## config.mk

```make
export PLATFORM = sky130hd
export DESIGN_NAME = rbsc_top
export DESIGN_NICKNAME = d
export VERILOG_FILES = /design/src/rtl/rbsc_pkg.sv /design/src/rtl/rbsc_top.sv
export VERILOG_INCLUDE_DIRS = /design/src /design/src/rtl
export SDC_FILE = /design/constraint.sdc
export NUM_CORES = 1
export LEC_CHECK = 0
export BUFFER_PORTS_ARGS = -buffer_cell sky130_fd_sc_hd__buf_4
export CAP_MARGIN = 25
export CORE_MARGIN = 10
export CORE_UTILIZATION = 55
export DETAILED_ROUTE_END_ITERATION = 8
export GPL_TIMING_DRIVEN = 0
export PLACE_DENSITY = 0.85
export SYNTH_ARGS = -nofsm -noshare
export SYNTH_HDL_FRONTEND = slang
export SYNTH_SLANG_ARGS = --single-unit
```

## constraint.sdc

```tcl
create_clock -name clk_i -period 6.5 [get_ports clk_i]
set_input_delay 0.325 -clock clk_i [delete_from_list [all_inputs] [get_ports clk_i]]
set_output_delay 0.325 -clock clk_i [all_outputs]
set_load 0.03 [all_outputs]
```

## src/rtl/rbsc_params.svh

```systemverilog
`ifndef RBSC_PARAMS_SVH
`define RBSC_PARAMS_SVH
`define RBSC_CLK_MHZ 20
`define RBSC_TX_DELAY_US 16
`define RBSC_WAKE_COLD_US 240
`define RBSC_WAKE_WARM_US 25
`define RBSC_ADR_STATUS 8'h00
`define RBSC_ADR_COMMAND 8'h04
`define RBSC_ADR_PIN 8'h08
`define RBSC_ADR_CHANNEL 8'h0C
`define RBSC_ADR_RSSI 8'h10
`define RBSC_ADR_MASK 8'h14
`define RBSC_ADR_FLAGS 8'h18
`define RBSC_ST_BUSY_RX 5'h01
`define RBSC_ST_BUSY_TX 5'h02
`define RBSC_ST_LISTEN 5'h06
`define RBSC_ST_CLK_IDLE 5'h08
`define RBSC_ST_SYNTH_RDY 5'h09
`define RBSC_ST_SLEEP 5'h0F
`define RBSC_ST_PENDING 5'h1F
`define RBSC_CMD_NOP 5'h00
`define RBSC_CMD_TX_GO 5'h02
`define RBSC_CMD_IDLE 5'h08
`define RBSC_CMD_LISTEN 5'h06
`define RBSC_CMD_SYNTH 5'h09
`define RBSC_CHAN_RST 5'h0B
`define RBSC_BIT_TRIG 0
`define RBSC_BIT_RRST 1
`define RBSC_BIT_FCS 7
`define RBSC_IRQ_LOCK 0
`define RBSC_IRQ_HDR 2
`define RBSC_IRQ_RXD 3
`define RBSC_IRQ_AMI 5
`define RBSC_IRQ_TXD 6
`define RBSC_IRQ_WAKE 7
`endif

```

## src/rtl/rbsc_pkg.sv

```systemverilog
package rbsc_pkg;
    typedef enum logic [3:0] {
        RBSC_SLEEP, RBSC_WAKE, RBSC_IDLE, RBSC_REG_UP, RBSC_SYN_UP,
        RBSC_READY, RBSC_LISTEN, RBSC_RX, RBSC_TX_WAIT, RBSC_TX
    } rbsc_state_t;
endpackage

```

## src/rtl/rbsc_top.sv

```systemverilog
`timescale 1ns/100ps
`include "rbsc_params.svh"
module rbsc_top #(
    parameter int WAKE_COLD_CYC = `RBSC_WAKE_COLD_US * `RBSC_CLK_MHZ
) (
    input wire logic clk_i,
    input wire logic rst_i,
    input wire logic [7:0] wb_adr_i,
    input wire logic [31:0] wb_dat_i,
    output logic [31:0] wb_dat_o,
    input wire logic wb_cyc_i,
    input wire logic wb_stb_i,
    input wire logic wb_we_i,
    input wire logic [3:0] wb_sel_i,
    output logic wb_ack_o,
    input wire logic adc_reg_on_i,
    input wire logic reg_settled_i,
    input wire logic synth_locked_i,
    input wire logic xosc_running_i,
    input wire logic global_irq_en_i,
    input wire logic sync_hdr_i,
    input wire logic phy_hdr_ok_i,
    input wire logic [6:0] frame_len_i,
    input wire logic rx_byte_vld_i,
    input wire logic [7:0] rx_byte_i,
    input wire logic mhr_done_i,
    input wire logic addr_match_i,
    input wire logic rx_end_i,
    input wire logic fcs_ok_i,
    input wire logic tx_end_i,
    output logic reg_en_o,
    output logic synth_en_o,
    output logic synth_tx_o,
    output logic rx_en_o,
    output logic pa_en_o,
    output logic tx_start_o,
    output logic xosc_en_o,
    output logic ftune_o,
    output logic [4:0] channel_o,
    output logic fb_we_o,
    output logic [6:0] fb_addr_o,
    output logic [7:0] fb_data_o,
    output logic irq_o
);
    localparam int TXD_CYC = `RBSC_TX_DELAY_US * `RBSC_CLK_MHZ;
    localparam int WARM_CYC = `RBSC_WAKE_WARM_US * `RBSC_CLK_MHZ;
    initial begin
        if (WAKE_COLD_CYC < 2 || WAKE_COLD_CYC > 65535)
            $error("WAKE_COLD_CYC out of range");
    end

    // two-flop synchronisers for analog status inputs
    logic [3:0] sync1, sync2;
    always_ff @(posedge clk_i) begin
        sync1 <= {xosc_running_i, synth_locked_i, reg_settled_i,
                  adc_reg_on_i};
        sync2 <= sync1;
    end
    wire adc_on = sync2[0];
    wire reg_ok = sync2[1];
    wire locked = sync2[2];
    wire xosc_on = sync2[3];

    rbsc_pkg::rbsc_state_t state, next_state;
    logic [15:0] cnt, next_cnt;
    logic [4:0] chan, next_chan;
    logic trig, next_trig, trig_d;
    logic rrst, next_rrst;
    logic [7:0] mask, next_mask, flags, next_flags, rssi, next_rssi;
    logic [6:0] fbp, next_fbp;
    logic lock_seen, next_lock_seen;
    logic ack, next_ack;
    logic [31:0] rdat, next_rdat;
    logic [7:0] ev;
    logic irq;

    wire wr = wb_cyc_i & wb_stb_i & wb_we_i & ~wb_ack_o & wb_sel_i[0];
    wire rd_acc = wb_cyc_i & wb_stb_i & ~wb_ack_o;
    wire [4:0] cmd = (wr && wb_adr_i == `RBSC_ADR_COMMAND) ?
                     wb_dat_i[4:0] : `RBSC_CMD_NOP;
    wire trig_rise = trig & ~trig_d;
    wire trig_fall = ~trig & trig_d;
    wire soft_rst = rrst;

    // status code for a state; transitional states report pending
    function automatic logic [4:0] stat_code(rbsc_pkg::rbsc_state_t s);
        case (s)
            rbsc_pkg::RBSC_SLEEP: stat_code = `RBSC_ST_SLEEP;
            rbsc_pkg::RBSC_IDLE: stat_code = `RBSC_ST_CLK_IDLE;
            rbsc_pkg::RBSC_READY: stat_code = `RBSC_ST_SYNTH_RDY;
            rbsc_pkg::RBSC_LISTEN: stat_code = `RBSC_ST_LISTEN;
            rbsc_pkg::RBSC_RX: stat_code = `RBSC_ST_BUSY_RX;
            rbsc_pkg::RBSC_TX: stat_code = `RBSC_ST_BUSY_TX;
            default: stat_code = `RBSC_ST_PENDING;
        endcase
    endfunction

    // state machine and event generation
    always_comb begin
        next_state = state;
        next_cnt = cnt;
        next_fbp = fbp;
        next_lock_seen = lock_seen;
        ev = 8'h00;
        case (state)
            rbsc_pkg::RBSC_SLEEP: begin
                if (trig_fall) begin
                    next_state = rbsc_pkg::RBSC_WAKE;
                    next_cnt = xosc_on ? 16'(WARM_CYC)
                                       : 16'(WAKE_COLD_CYC);
                end
            end
            rbsc_pkg::RBSC_WAKE: begin
                next_cnt = cnt - 16'h0001;
                if (cnt == 16'h0001) begin
                    next_state = rbsc_pkg::RBSC_IDLE;
                    ev[`RBSC_IRQ_WAKE] = 1'b1;
                end
            end
            rbsc_pkg::RBSC_IDLE: begin
                if (trig_rise)
                    next_state = rbsc_pkg::RBSC_SLEEP;
                else if (cmd == `RBSC_CMD_LISTEN)
                    next_state = rbsc_pkg::RBSC_LISTEN;
                else if (cmd == `RBSC_CMD_SYNTH)
                    next_state = rbsc_pkg::RBSC_REG_UP;
            end
            rbsc_pkg::RBSC_REG_UP: begin
                if (reg_ok || adc_on)
                    next_state = rbsc_pkg::RBSC_SYN_UP;
            end
            rbsc_pkg::RBSC_SYN_UP: begin
                if (locked)
                    next_state = rbsc_pkg::RBSC_READY;
            end
            rbsc_pkg::RBSC_READY: begin
                if (trig_rise || cmd == `RBSC_CMD_TX_GO) begin
                    next_state = rbsc_pkg::RBSC_TX_WAIT;
                    next_cnt = 16'(TXD_CYC);
                end else if (cmd == `RBSC_CMD_LISTEN)
                    next_state = rbsc_pkg::RBSC_LISTEN;
                else if (cmd == `RBSC_CMD_IDLE)
                    next_state = rbsc_pkg::RBSC_IDLE;
            end
            rbsc_pkg::RBSC_LISTEN: begin
                if (cmd == `RBSC_CMD_IDLE)
                    next_state = rbsc_pkg::RBSC_IDLE;
                else if (cmd == `RBSC_CMD_SYNTH)
                    next_state = rbsc_pkg::RBSC_READY;
                else if (sync_hdr_i && lock_seen) begin
                    next_state = rbsc_pkg::RBSC_RX;
                    next_fbp = 7'h00;
                end
            end
            rbsc_pkg::RBSC_RX: begin
                if (phy_hdr_ok_i)
                    ev[`RBSC_IRQ_HDR] = 1'b1;
                if (rx_byte_vld_i)
                    next_fbp = fbp + 7'h01;
                if (mhr_done_i && addr_match_i)
                    ev[`RBSC_IRQ_AMI] = 1'b1;
                if (rx_end_i) begin
                    ev[`RBSC_IRQ_RXD] = 1'b1;
                    next_state = rbsc_pkg::RBSC_LISTEN;
                end
            end
            rbsc_pkg::RBSC_TX_WAIT: begin
                next_cnt = cnt - 16'h0001;
                if (cnt == 16'h0001)
                    next_state = rbsc_pkg::RBSC_TX;
            end
            rbsc_pkg::RBSC_TX: begin
                if (frame_len_i == 7'h00)
                    next_state = rbsc_pkg::RBSC_READY;
                else if (tx_end_i) begin
                    ev[`RBSC_IRQ_TXD] = 1'b1;
                    next_state = rbsc_pkg::RBSC_READY;
                end
            end
            default: next_state = rbsc_pkg::RBSC_IDLE;
        endcase
        // lock seen while synthesizer is enabled
        if (next_state == rbsc_pkg::RBSC_IDLE ||
            next_state == rbsc_pkg::RBSC_REG_UP)
            next_lock_seen = 1'b0;
        else if (locked && !lock_seen && synth_en_o) begin
            next_lock_seen = 1'b1;
            ev[`RBSC_IRQ_LOCK] = 1'b1;
        end
    end

    // register file next values
    always_comb begin
        next_trig = trig;
        next_rrst = 1'b0;
        next_chan = chan;
        next_mask = mask;
        next_rssi = rssi;
        next_flags = flags | ev; // set wins over clear
        next_ack = rd_acc;
        next_rdat = 32'h0000_0000;
        if (wr) begin
            case (wb_adr_i)
                `RBSC_ADR_PIN: begin
                    next_trig = wb_dat_i[`RBSC_BIT_TRIG];
                    next_rrst = wb_dat_i[`RBSC_BIT_RRST];
                end
                `RBSC_ADR_CHANNEL: next_chan = wb_dat_i[4:0];
                `RBSC_ADR_MASK: next_mask = wb_dat_i[7:0];
                `RBSC_ADR_FLAGS: next_flags = (flags & ~wb_dat_i[7:0]) | ev;
                default: ;
            endcase
        end
        if (ev[`RBSC_IRQ_RXD])
            next_rssi[`RBSC_BIT_FCS] = fcs_ok_i;
        case (wb_adr_i)
            `RBSC_ADR_STATUS: next_rdat = {27'h0, stat_code(state)};
            `RBSC_ADR_PIN: next_rdat = {30'h0, rrst, trig};
            `RBSC_ADR_CHANNEL: next_rdat = {27'h0, chan};
            `RBSC_ADR_RSSI: next_rdat = {24'h0, rssi};
            `RBSC_ADR_MASK: next_rdat = {24'h0, mask};
            `RBSC_ADR_FLAGS: next_rdat = {24'h0, flags};
            default: next_rdat = 32'h0000_0000;
        endcase
    end

    // registers; radio reset restores all but the pin register, trig_d and the bus ack and read data
    always_ff @(posedge clk_i) begin
        if (rst_i || soft_rst) begin
            state <= rbsc_pkg::RBSC_IDLE;
            cnt <= 16'h0000;
            fbp <= 7'h00;
            lock_seen <= 1'b0;
            chan <= `RBSC_CHAN_RST;
            mask <= 8'h00;
            flags <= 8'h00;
            rssi <= 8'h00;
        end else begin
            state <= next_state;
            cnt <= next_cnt;
            fbp <= next_fbp;
            lock_seen <= next_lock_seen;
            chan <= next_chan;
            mask <= next_mask;
            flags <= next_flags;
            rssi <= next_rssi;
        end
        if (rst_i) begin
            trig <= 1'b0;
            trig_d <= 1'b0;
            rrst <= 1'b0;
            ack <= 1'b0;
            rdat <= 32'h0000_0000;
        end else begin
            trig <= next_trig;
            trig_d <= trig;
            rrst <= next_rrst;
            ack <= next_ack;
            rdat <= next_rdat;
        end
    end

    assign irq = |(flags & mask) & global_irq_en_i;

    // registered analog controls and outputs
    always_ff @(posedge clk_i) begin
        if (rst_i) begin
            reg_en_o <= 1'b0;
            synth_en_o <= 1'b0;
            synth_tx_o <= 1'b0;
            rx_en_o <= 1'b0;
            pa_en_o <= 1'b0;
            tx_start_o <= 1'b0;
            xosc_en_o <= 1'b1;
            ftune_o <= 1'b0;
            channel_o <= `RBSC_CHAN_RST;
            fb_we_o <= 1'b0;
            fb_addr_o <= 7'h00;
            fb_data_o <= 8'h00;
            irq_o <= 1'b0;
        end else begin
            reg_en_o <= next_state != rbsc_pkg::RBSC_SLEEP &&
                        next_state != rbsc_pkg::RBSC_WAKE &&
                        next_state != rbsc_pkg::RBSC_IDLE;
            synth_en_o <= next_state != rbsc_pkg::RBSC_SLEEP &&
                          next_state != rbsc_pkg::RBSC_WAKE &&
                          next_state != rbsc_pkg::RBSC_IDLE &&
                          next_state != rbsc_pkg::RBSC_REG_UP;
            synth_tx_o <= next_state == rbsc_pkg::RBSC_TX_WAIT ||
                          next_state == rbsc_pkg::RBSC_TX;
            rx_en_o <= next_state == rbsc_pkg::RBSC_LISTEN ||
                       next_state == rbsc_pkg::RBSC_RX;
            pa_en_o <= next_state == rbsc_pkg::RBSC_TX_WAIT ||
                       next_state == rbsc_pkg::RBSC_TX;
            tx_start_o <= state == rbsc_pkg::RBSC_TX_WAIT &&
                          next_state == rbsc_pkg::RBSC_TX;
            xosc_en_o <= next_state != rbsc_pkg::RBSC_SLEEP;
            ftune_o <= next_state == rbsc_pkg::RBSC_WAKE;
            channel_o <= chan;
            fb_we_o <= state == rbsc_pkg::RBSC_RX && rx_byte_vld_i;
            fb_addr_o <= fbp;
            fb_data_o <= rx_byte_i;
            irq_o <= irq;
        end
    end
    assign wb_ack_o = ack;
    assign wb_dat_o = rdat;
endmodule // rbsc_top

```

Word level (Yosys, flattened, before mapping)
Cells that the tools add are included.

word-level totals
  register bits after elaboration = 123
  output and inout port bits = 63

cells by class
  add/sub/neg operators = 2
  equality and inequality tests = 36
  muxes and demuxes = 44
  bitwise operators = 18
  reductions and logical operators = 32

operator list
  operator                 count
  $mux W4                  17
  $pmux W16 S3             1
  $pmux W8 S6              1
  $pmux W4 S10             1
  $mux W16                 2
  $pmux W5 S6              1
  $mux W7                  4
  $eq A4 B3 Y1 const B     6
  $eq A8 B5 Y1 const B     3
  $and A8 B8 Y8            2
  $eq A16 B1 Y1 const B    1
  $eq A4 B2 Y1 const B     4
  $eq A4 B4 Y1 const B     4
  $eq A8 B4 Y1 const B     2
  $mux W8                  2
  $or A8 B8 Y8             2
  $sub A16 B1 Y16 const B  1
  $pmux W7 S2              1
  $mux W13                 1
  $ne A2 B2 Y1 const B     6
  $mux W1                  11
  $eq A5 B4 Y1 const B     2
  $logic_and A1 B1 Y1      10
  $and A1 B1 Y1            8
  25 further kinds         39

Logic depth before layout (Yosys ltp)
  depth after elaboration = 17
  depth in mapped cells = 9
  mapped depth without buffers = 8

Least setup slack after synthesis
Ideal clock, no wire load.

  kind = in2reg
  start point = in wb_adr_i[5]
  end point = reg flags[0]
  setup time = 117 ps
  data arrival time = 2463 ps
  path slack = 3919 ps
  cell stages on the path = 7
  cell sequence = or4_1 -> or4_1 -> buf_2 -> o31ai_4 -> a22oi_2 -> or3_1 -> a32o_1

on the way
  cells in the longest elaborated chain, start to end = 14

ends and longest elaborated chain
  item                                  line                              text
  start: declaration                    rbsc_top.sv:8                     input wire logic [7:0] wb_adr_i,
  $eq A8 B3 Y1 (no source line)         --
  $logic_and A1 B1 Y1 (no source line)  --
  $mux W5 (no source line)              --
  $eq A5 B4 Y1 (no source line)         --
  $mux W4 (on tied branches)            rbsc_top.sv:142, rbsc_top.sv:125
  $mux W4 (on tied branches)            rbsc_top.sv:140, rbsc_top.sv:123
  $mux W4 (on tied branches)            rbsc_top.sv:137, rbsc_top.sv:121
  $pmux W4 S10                          rbsc_top.sv:105                   case (state)
  $eq A4 B2 Y1 (on tied branches)       rbsc_top.sv:183, rbsc_top.sv:184
  $logic_or A1 B1 Y1                    rbsc_top.sv:183                   if (next_state == rbsc_pkg::RBSC_IDLE ||
  $mux W1                               rbsc_top.sv:183
  $or A8 B8 Y8 (on tied branches)       rbsc_top.sv:199, rbsc_top.sv:210
  $mux W8                               rbsc_top.sv:203                   case (wb_adr_i)
  $mux W8 (*)                           rbsc_top.sv:202                   if (wr) begin
  end signal: assignment                rbsc_top.sv:245                   flags <= next_flags;
  end: declaration                      rbsc_top.sv:69                    logic [7:0] mask, next_mask, flags, next_flags, rssi, next_rssi;

Mark *: on every way between the ends. The rest lies on a longest branch, timed or not.
A chain may end at the register's enable or synchronous reset.

Worst setup path in the final report
  start point = reg state[2]
  end point = reg flags[0]

on the way
  cells in the longest elaborated chain, start to end = 10

ends and longest elaborated chain
  item                             line                                               text
  start: declaration               rbsc_top.sv:64                                     rbsc_pkg::rbsc_state_t state, next_state;
  start signal: assignment         rbsc_top.sv:230                                    state <= rbsc_pkg::RBSC_IDLE;
  start signal: assignment         rbsc_top.sv:239                                    state <= next_state;
  $mux W4 (on tied branches)       rbsc_top.sv:150, rbsc_top.sv:125, rbsc_top.sv:142
  $mux W4 (on tied branches)       rbsc_top.sv:148, rbsc_top.sv:123, rbsc_top.sv:140
  $mux W4 (on tied branches)       rbsc_top.sv:146, rbsc_top.sv:121, rbsc_top.sv:137
  $pmux W4 S10 (*)                 rbsc_top.sv:105
  $eq A4 B2 Y1 (on tied branches)  rbsc_top.sv:183, rbsc_top.sv:184
  $logic_or A1 B1 Y1 (*)           rbsc_top.sv:183
  $mux W1 (*)                      rbsc_top.sv:183
  $or A8 B8 Y8 (on tied branches)  rbsc_top.sv:199, rbsc_top.sv:210
  $mux W8                          rbsc_top.sv:203
  $mux W8 (*)                      rbsc_top.sv:202

Marked as above.

==> results list <==
* Top fanout value on the critical path: 10
* Post-Place Worst Slack: 3530 ps
- For flop-to-flop paths, the worst setup slack is roughly 3800 ps.
* Start point of the worst min-delay path: xosc_running_i
- The H-tree was split into 3 levels.
- The worst register-to-register path begins at state[2].
- Growth of design area from synthesis to finish: 23.1%
- Clock Tree Root: sky130_fd_sc_hd__clkbuf_8
- At the pin with the least slew margin, the transition time is about 810 ps.
- Data arrival time of the worst path: approximately 3000 ps
- Gates resized during post-CTS repair numbered 0.
- In the post-route analysis, the smallest setup slack over all paths is approximately 3800 ps.
* Horiz. Die Dim: 110 um
* TNS Setup: 0 ps
- For the worst-skew pair, the clock arrives at the later sink with an insertion delay of 370 ps.
- Count of input and output buffers: between 80 and 90
- # setup viols final: 0
- In this design, the largest share of critical-path delay is due to simple AND/OR/NAND/NOR gates.
- Cell Count, Final, Fillers Out: between 700 and 800
- After floorplanning, the core was sized to cover roughly 8000 um^2.
* Yosys warns: 0
* Worst R2R End: flags[0]
* Mean routed wirelength per cell: between 15 and 20 um
- Clock tree synthesis found a total of 99 sinks.
- Via-to-Cell Ratio: just under 6
- The largest total area in the synthesized netlist belongs to sky130_fd_sc_hd__dfxtp_1.
- RePlAce Congestion: 0.945
- On the critical path, the stage with the largest delay is an instance of sky130_fd_sc_hd__nor4bb_1.
- The via count of the first global-routing pass was slightly above 4000.
- The hold violation total from the final report came to 0.
* CTS tree: built
- Post-route core utilization: ~70%
- Final antenna-violating net count: 0
- After synthesis, the cell types taking the most area are sky130_fd_sc_hd__dfxtp_1, sky130_fd_sc_hd__nor2_1, sky130_fd_sc_hd__buf_4.
- In this run the cell area measured after placement is ~5300 um^2.
* P per Cell Area: a little under 200 nW/um^2
- Overall Global Routing Usage: a little over a fifth
* Most frequent cells after synthesis: sky130_fd_sc_hd__dfxtp_1, sky130_fd_sc_hd__nor2_1, sky130_fd_sc_hd__nand2_1, sky130_fd_sc_hd__a21oi_1, sky130_fd_sc_hd__buf_4
- For this run, the register share of the synthesized area comes to between 40% and 50%.
* Number of synthesized register bits: just under 100
* Sum of routed wire length over all layers: ~13 mm
- Dividing the synthesized area by the synthesized cell count gives 8.76 um^2.
- Top-area cell type share of the netlist area: around 44%
- Initial antenna violation count: 0
- Layout cell share with drive strength beyond 1: a little under a quarter
* Maximum number of pins on one net before global-route repair: 19
* Number of max-slew violations in the final report: 0
* Number of nets in the finished design: 711
- The synthesized netlist occupies a cell area of around 4500 um^2.
- Based on the critical path, the design can be clocked at up to ~360 MHz.
* Buffer and inverter count on the worst path: 1
- The floorplan step set the die height to 110 um.
- Counting tap cells, the placed design contains a total of ~720 instances.
* HPWL reported at the end of detailed placement: between 9 and 10 mm
- Num CTS Buffers: 9
- Worst hold margin: approximately 62 ps
- Clock-pin slew was measured on the worst setup and hold paths at about 100 ps.
- The final critical path takes up a little over two fifths of the cycle.
- Counting flops with a built-in enable in the synthesized netlist gives 0.
- Total inserted antenna cells: 0
- For this design the static power due to leakage is roughly 2.2 nW.
- The first TritonRoute pass finished after 5 iterations.
- CTS Buffer Depth: 2
- The synthesized netlist devotes roughly 15% of its cell area to compound gates.
* Count of fill cells added during filler insertion: about 660
* Number of cells on the worst hold path: 1
- After floorplanning, the core was divided into 32 placement rows.
- Startpoint type of the worst setup path: flop
- Layout Cell Area excl Fill: about 5500 um^2
* Max Cap Viol: 0
- Multiplexer cells account for 4.55% of the synthesized area.
- Number of hold-repair buffers added at the cts stage: 0
* Slowest Stage Delay on Critical Path: ~750 ps
* Post-CTS Setup Inserts: 0
* Final Skew: about 12 ps
* Syn Inst Count: slightly above 500
* Count of cell types in the netlist: 65
- For hold timing, the worst endpoint is sync1[3].
- The smallest clock period supported by the final layout is computed as roughly 2700 ps.
- Violation count after the first detailed-routing iteration: between 300 and 400
- For this run, design rule violations remaining after detail routing come to 0.
- Total power for the finished layout comes to roughly 1.1 mW.
* Adder-cell area share of the yosys netlist: less than 1%
* Maximum resistive drop on vdd: between 0.1 and 0.15 mV
* Startpoint of the most critical setup path: state[2]
* Cell-by-cell trace of the critical path: clkbuf_1, nor4bb_1, nand2_1, o32ai_1, nor3_1, or3_1, a32o_1
- The critical path is of the flop to flop type.
- CP Data Required Time: 6760 ps
- The first global-routing pass estimated between 20 and 25 mm of wire.
- By area, the combinational part of the netlist is dominated by simple AND/OR/NAND/NOR gates.
* Depth of the worst register-to-register path: 7
- After Yosys synthesis, and, or, nand and nor cells account for 26.0% of the synthesized area.
- Headroom to the max-slew limit came out at 45.2%.
* Gr ovfl total: 0
- Pin placement for this block handled 140 I/O pins.
* Total Die Area: ~12000 um^2
- Across all layers, the routed design uses roughly 4300 vias.
- Most used DFF post-synth: sky130_fd_sc_hd__dfxtp_1
- The worst hold path belongs to the class input pin to flop.
- The flow ran to the end, and the final reports show no timing, DRC or antenna violations.
* Crit. End Element: flop
* Async set or reset register ratio after synthesis: 0%
* XOR/XNOR share of the synthesized area: 2.34%
- Initial Util: between 50 and 60%
- sky130_fd_sc_hd__dfxtp_1 is the most common cell in the netlist.
- RSZ-0062 raised after global routing: no
[logic make-up (layout without fill, tap and decap cells)]
logic type                 after synthesis  count (layout)
AOI/OAI and AO/OA                      100             100
xor gates and xnor gates                12              12
adders and majority gates                3               3
buffers and inverters                   56             157
DFF                                     99              99
muxes                                   20              20
other                                    1              24
and+or+nand+nor                        221             221
[report_power, final]
part | internal [mW] | leakage, nW | switching [mW] | total (mW)
logic | 0.0403 | 1.34 | 0.0565 | 0.0968
registers | 0.612 | 0.803 | 0.00224 | 0.614
clock network | 0.145 | 0.0921 | 0.224 | 0.369
[state kept, by name, summed over array words and instances, names as in the netlist, 4 cells and up]
register   flops
wb_dat_o       8
fbp            7
channel_o      5
flags          8
sync1          4
chan           5
fb_data_o      8
sync2          4
fb_addr_o      7
cnt           16
mask           8
state          4
[worst max-delay path by stage]
stage	end	slack, ps	depth (start not counted)
final	flags[0]	3750	7
after global routing	flags[0]	3570	7
after CTS	flags[0]	3800	7
after detailed placement	flags[0]	3530	8
after global placement	flags[0]	3530	8
after floorplan	flags[0]	3920	7
[cells in the final DEF, fill, tap and decap left out, drive strengths merged, types with 7 or more instances in the layout]
master and count:
a21oi 33, and2 7, and3 8, buf 113, clkbuf 29, conb 24, dfxtp 99, inv 11
mux2i 17, nand2 38, nand3 10, nand4 8, nor2 64, nor2b 25, nor3 14, nor4 10
o21ai 20, xor2 11
[layer usage]
layer | global-route usage, % | part of all wire [%] | up-vias
li1 | - | - | 2001
met1 | 26.8 | 42 | 1982
met2 | 33.4 | 45 | 246
met3 | 4.82 | 11 | 27
met4 | 7.98 | 2.2 | 0
met5 | 0 | 0 | -
[worst register-to-register path: stages, from the launching register on]
cell                       delay, ps
sky130_fd_sc_hd__dfxtp_1         340
sky130_fd_sc_hd__clkbuf_1        360
sky130_fd_sc_hd__nor4bb_1        750
sky130_fd_sc_hd__nand2_1         110
sky130_fd_sc_hd__o32ai_1         300
sky130_fd_sc_hd__nor3_1          150
sky130_fd_sc_hd__or3_1           410
sky130_fd_sc_hd__a32o_1          220
[final cells by class]
cell class                 count  area [um^2]  share of cell area (%)
sequential                    99         1980                    35.9
buffer                        48          287                    5.19
multi-input combinational    380         2270                    41.2
clock inverter                 7         58.8                    1.07
clock buffer                   9          124                    2.24
timing repair buffer          85          638                    11.6
inverter                       8         30.0                   0.544
tap                          102          128                    2.31
Note: power is estimated with default switching activity, not from simulation.
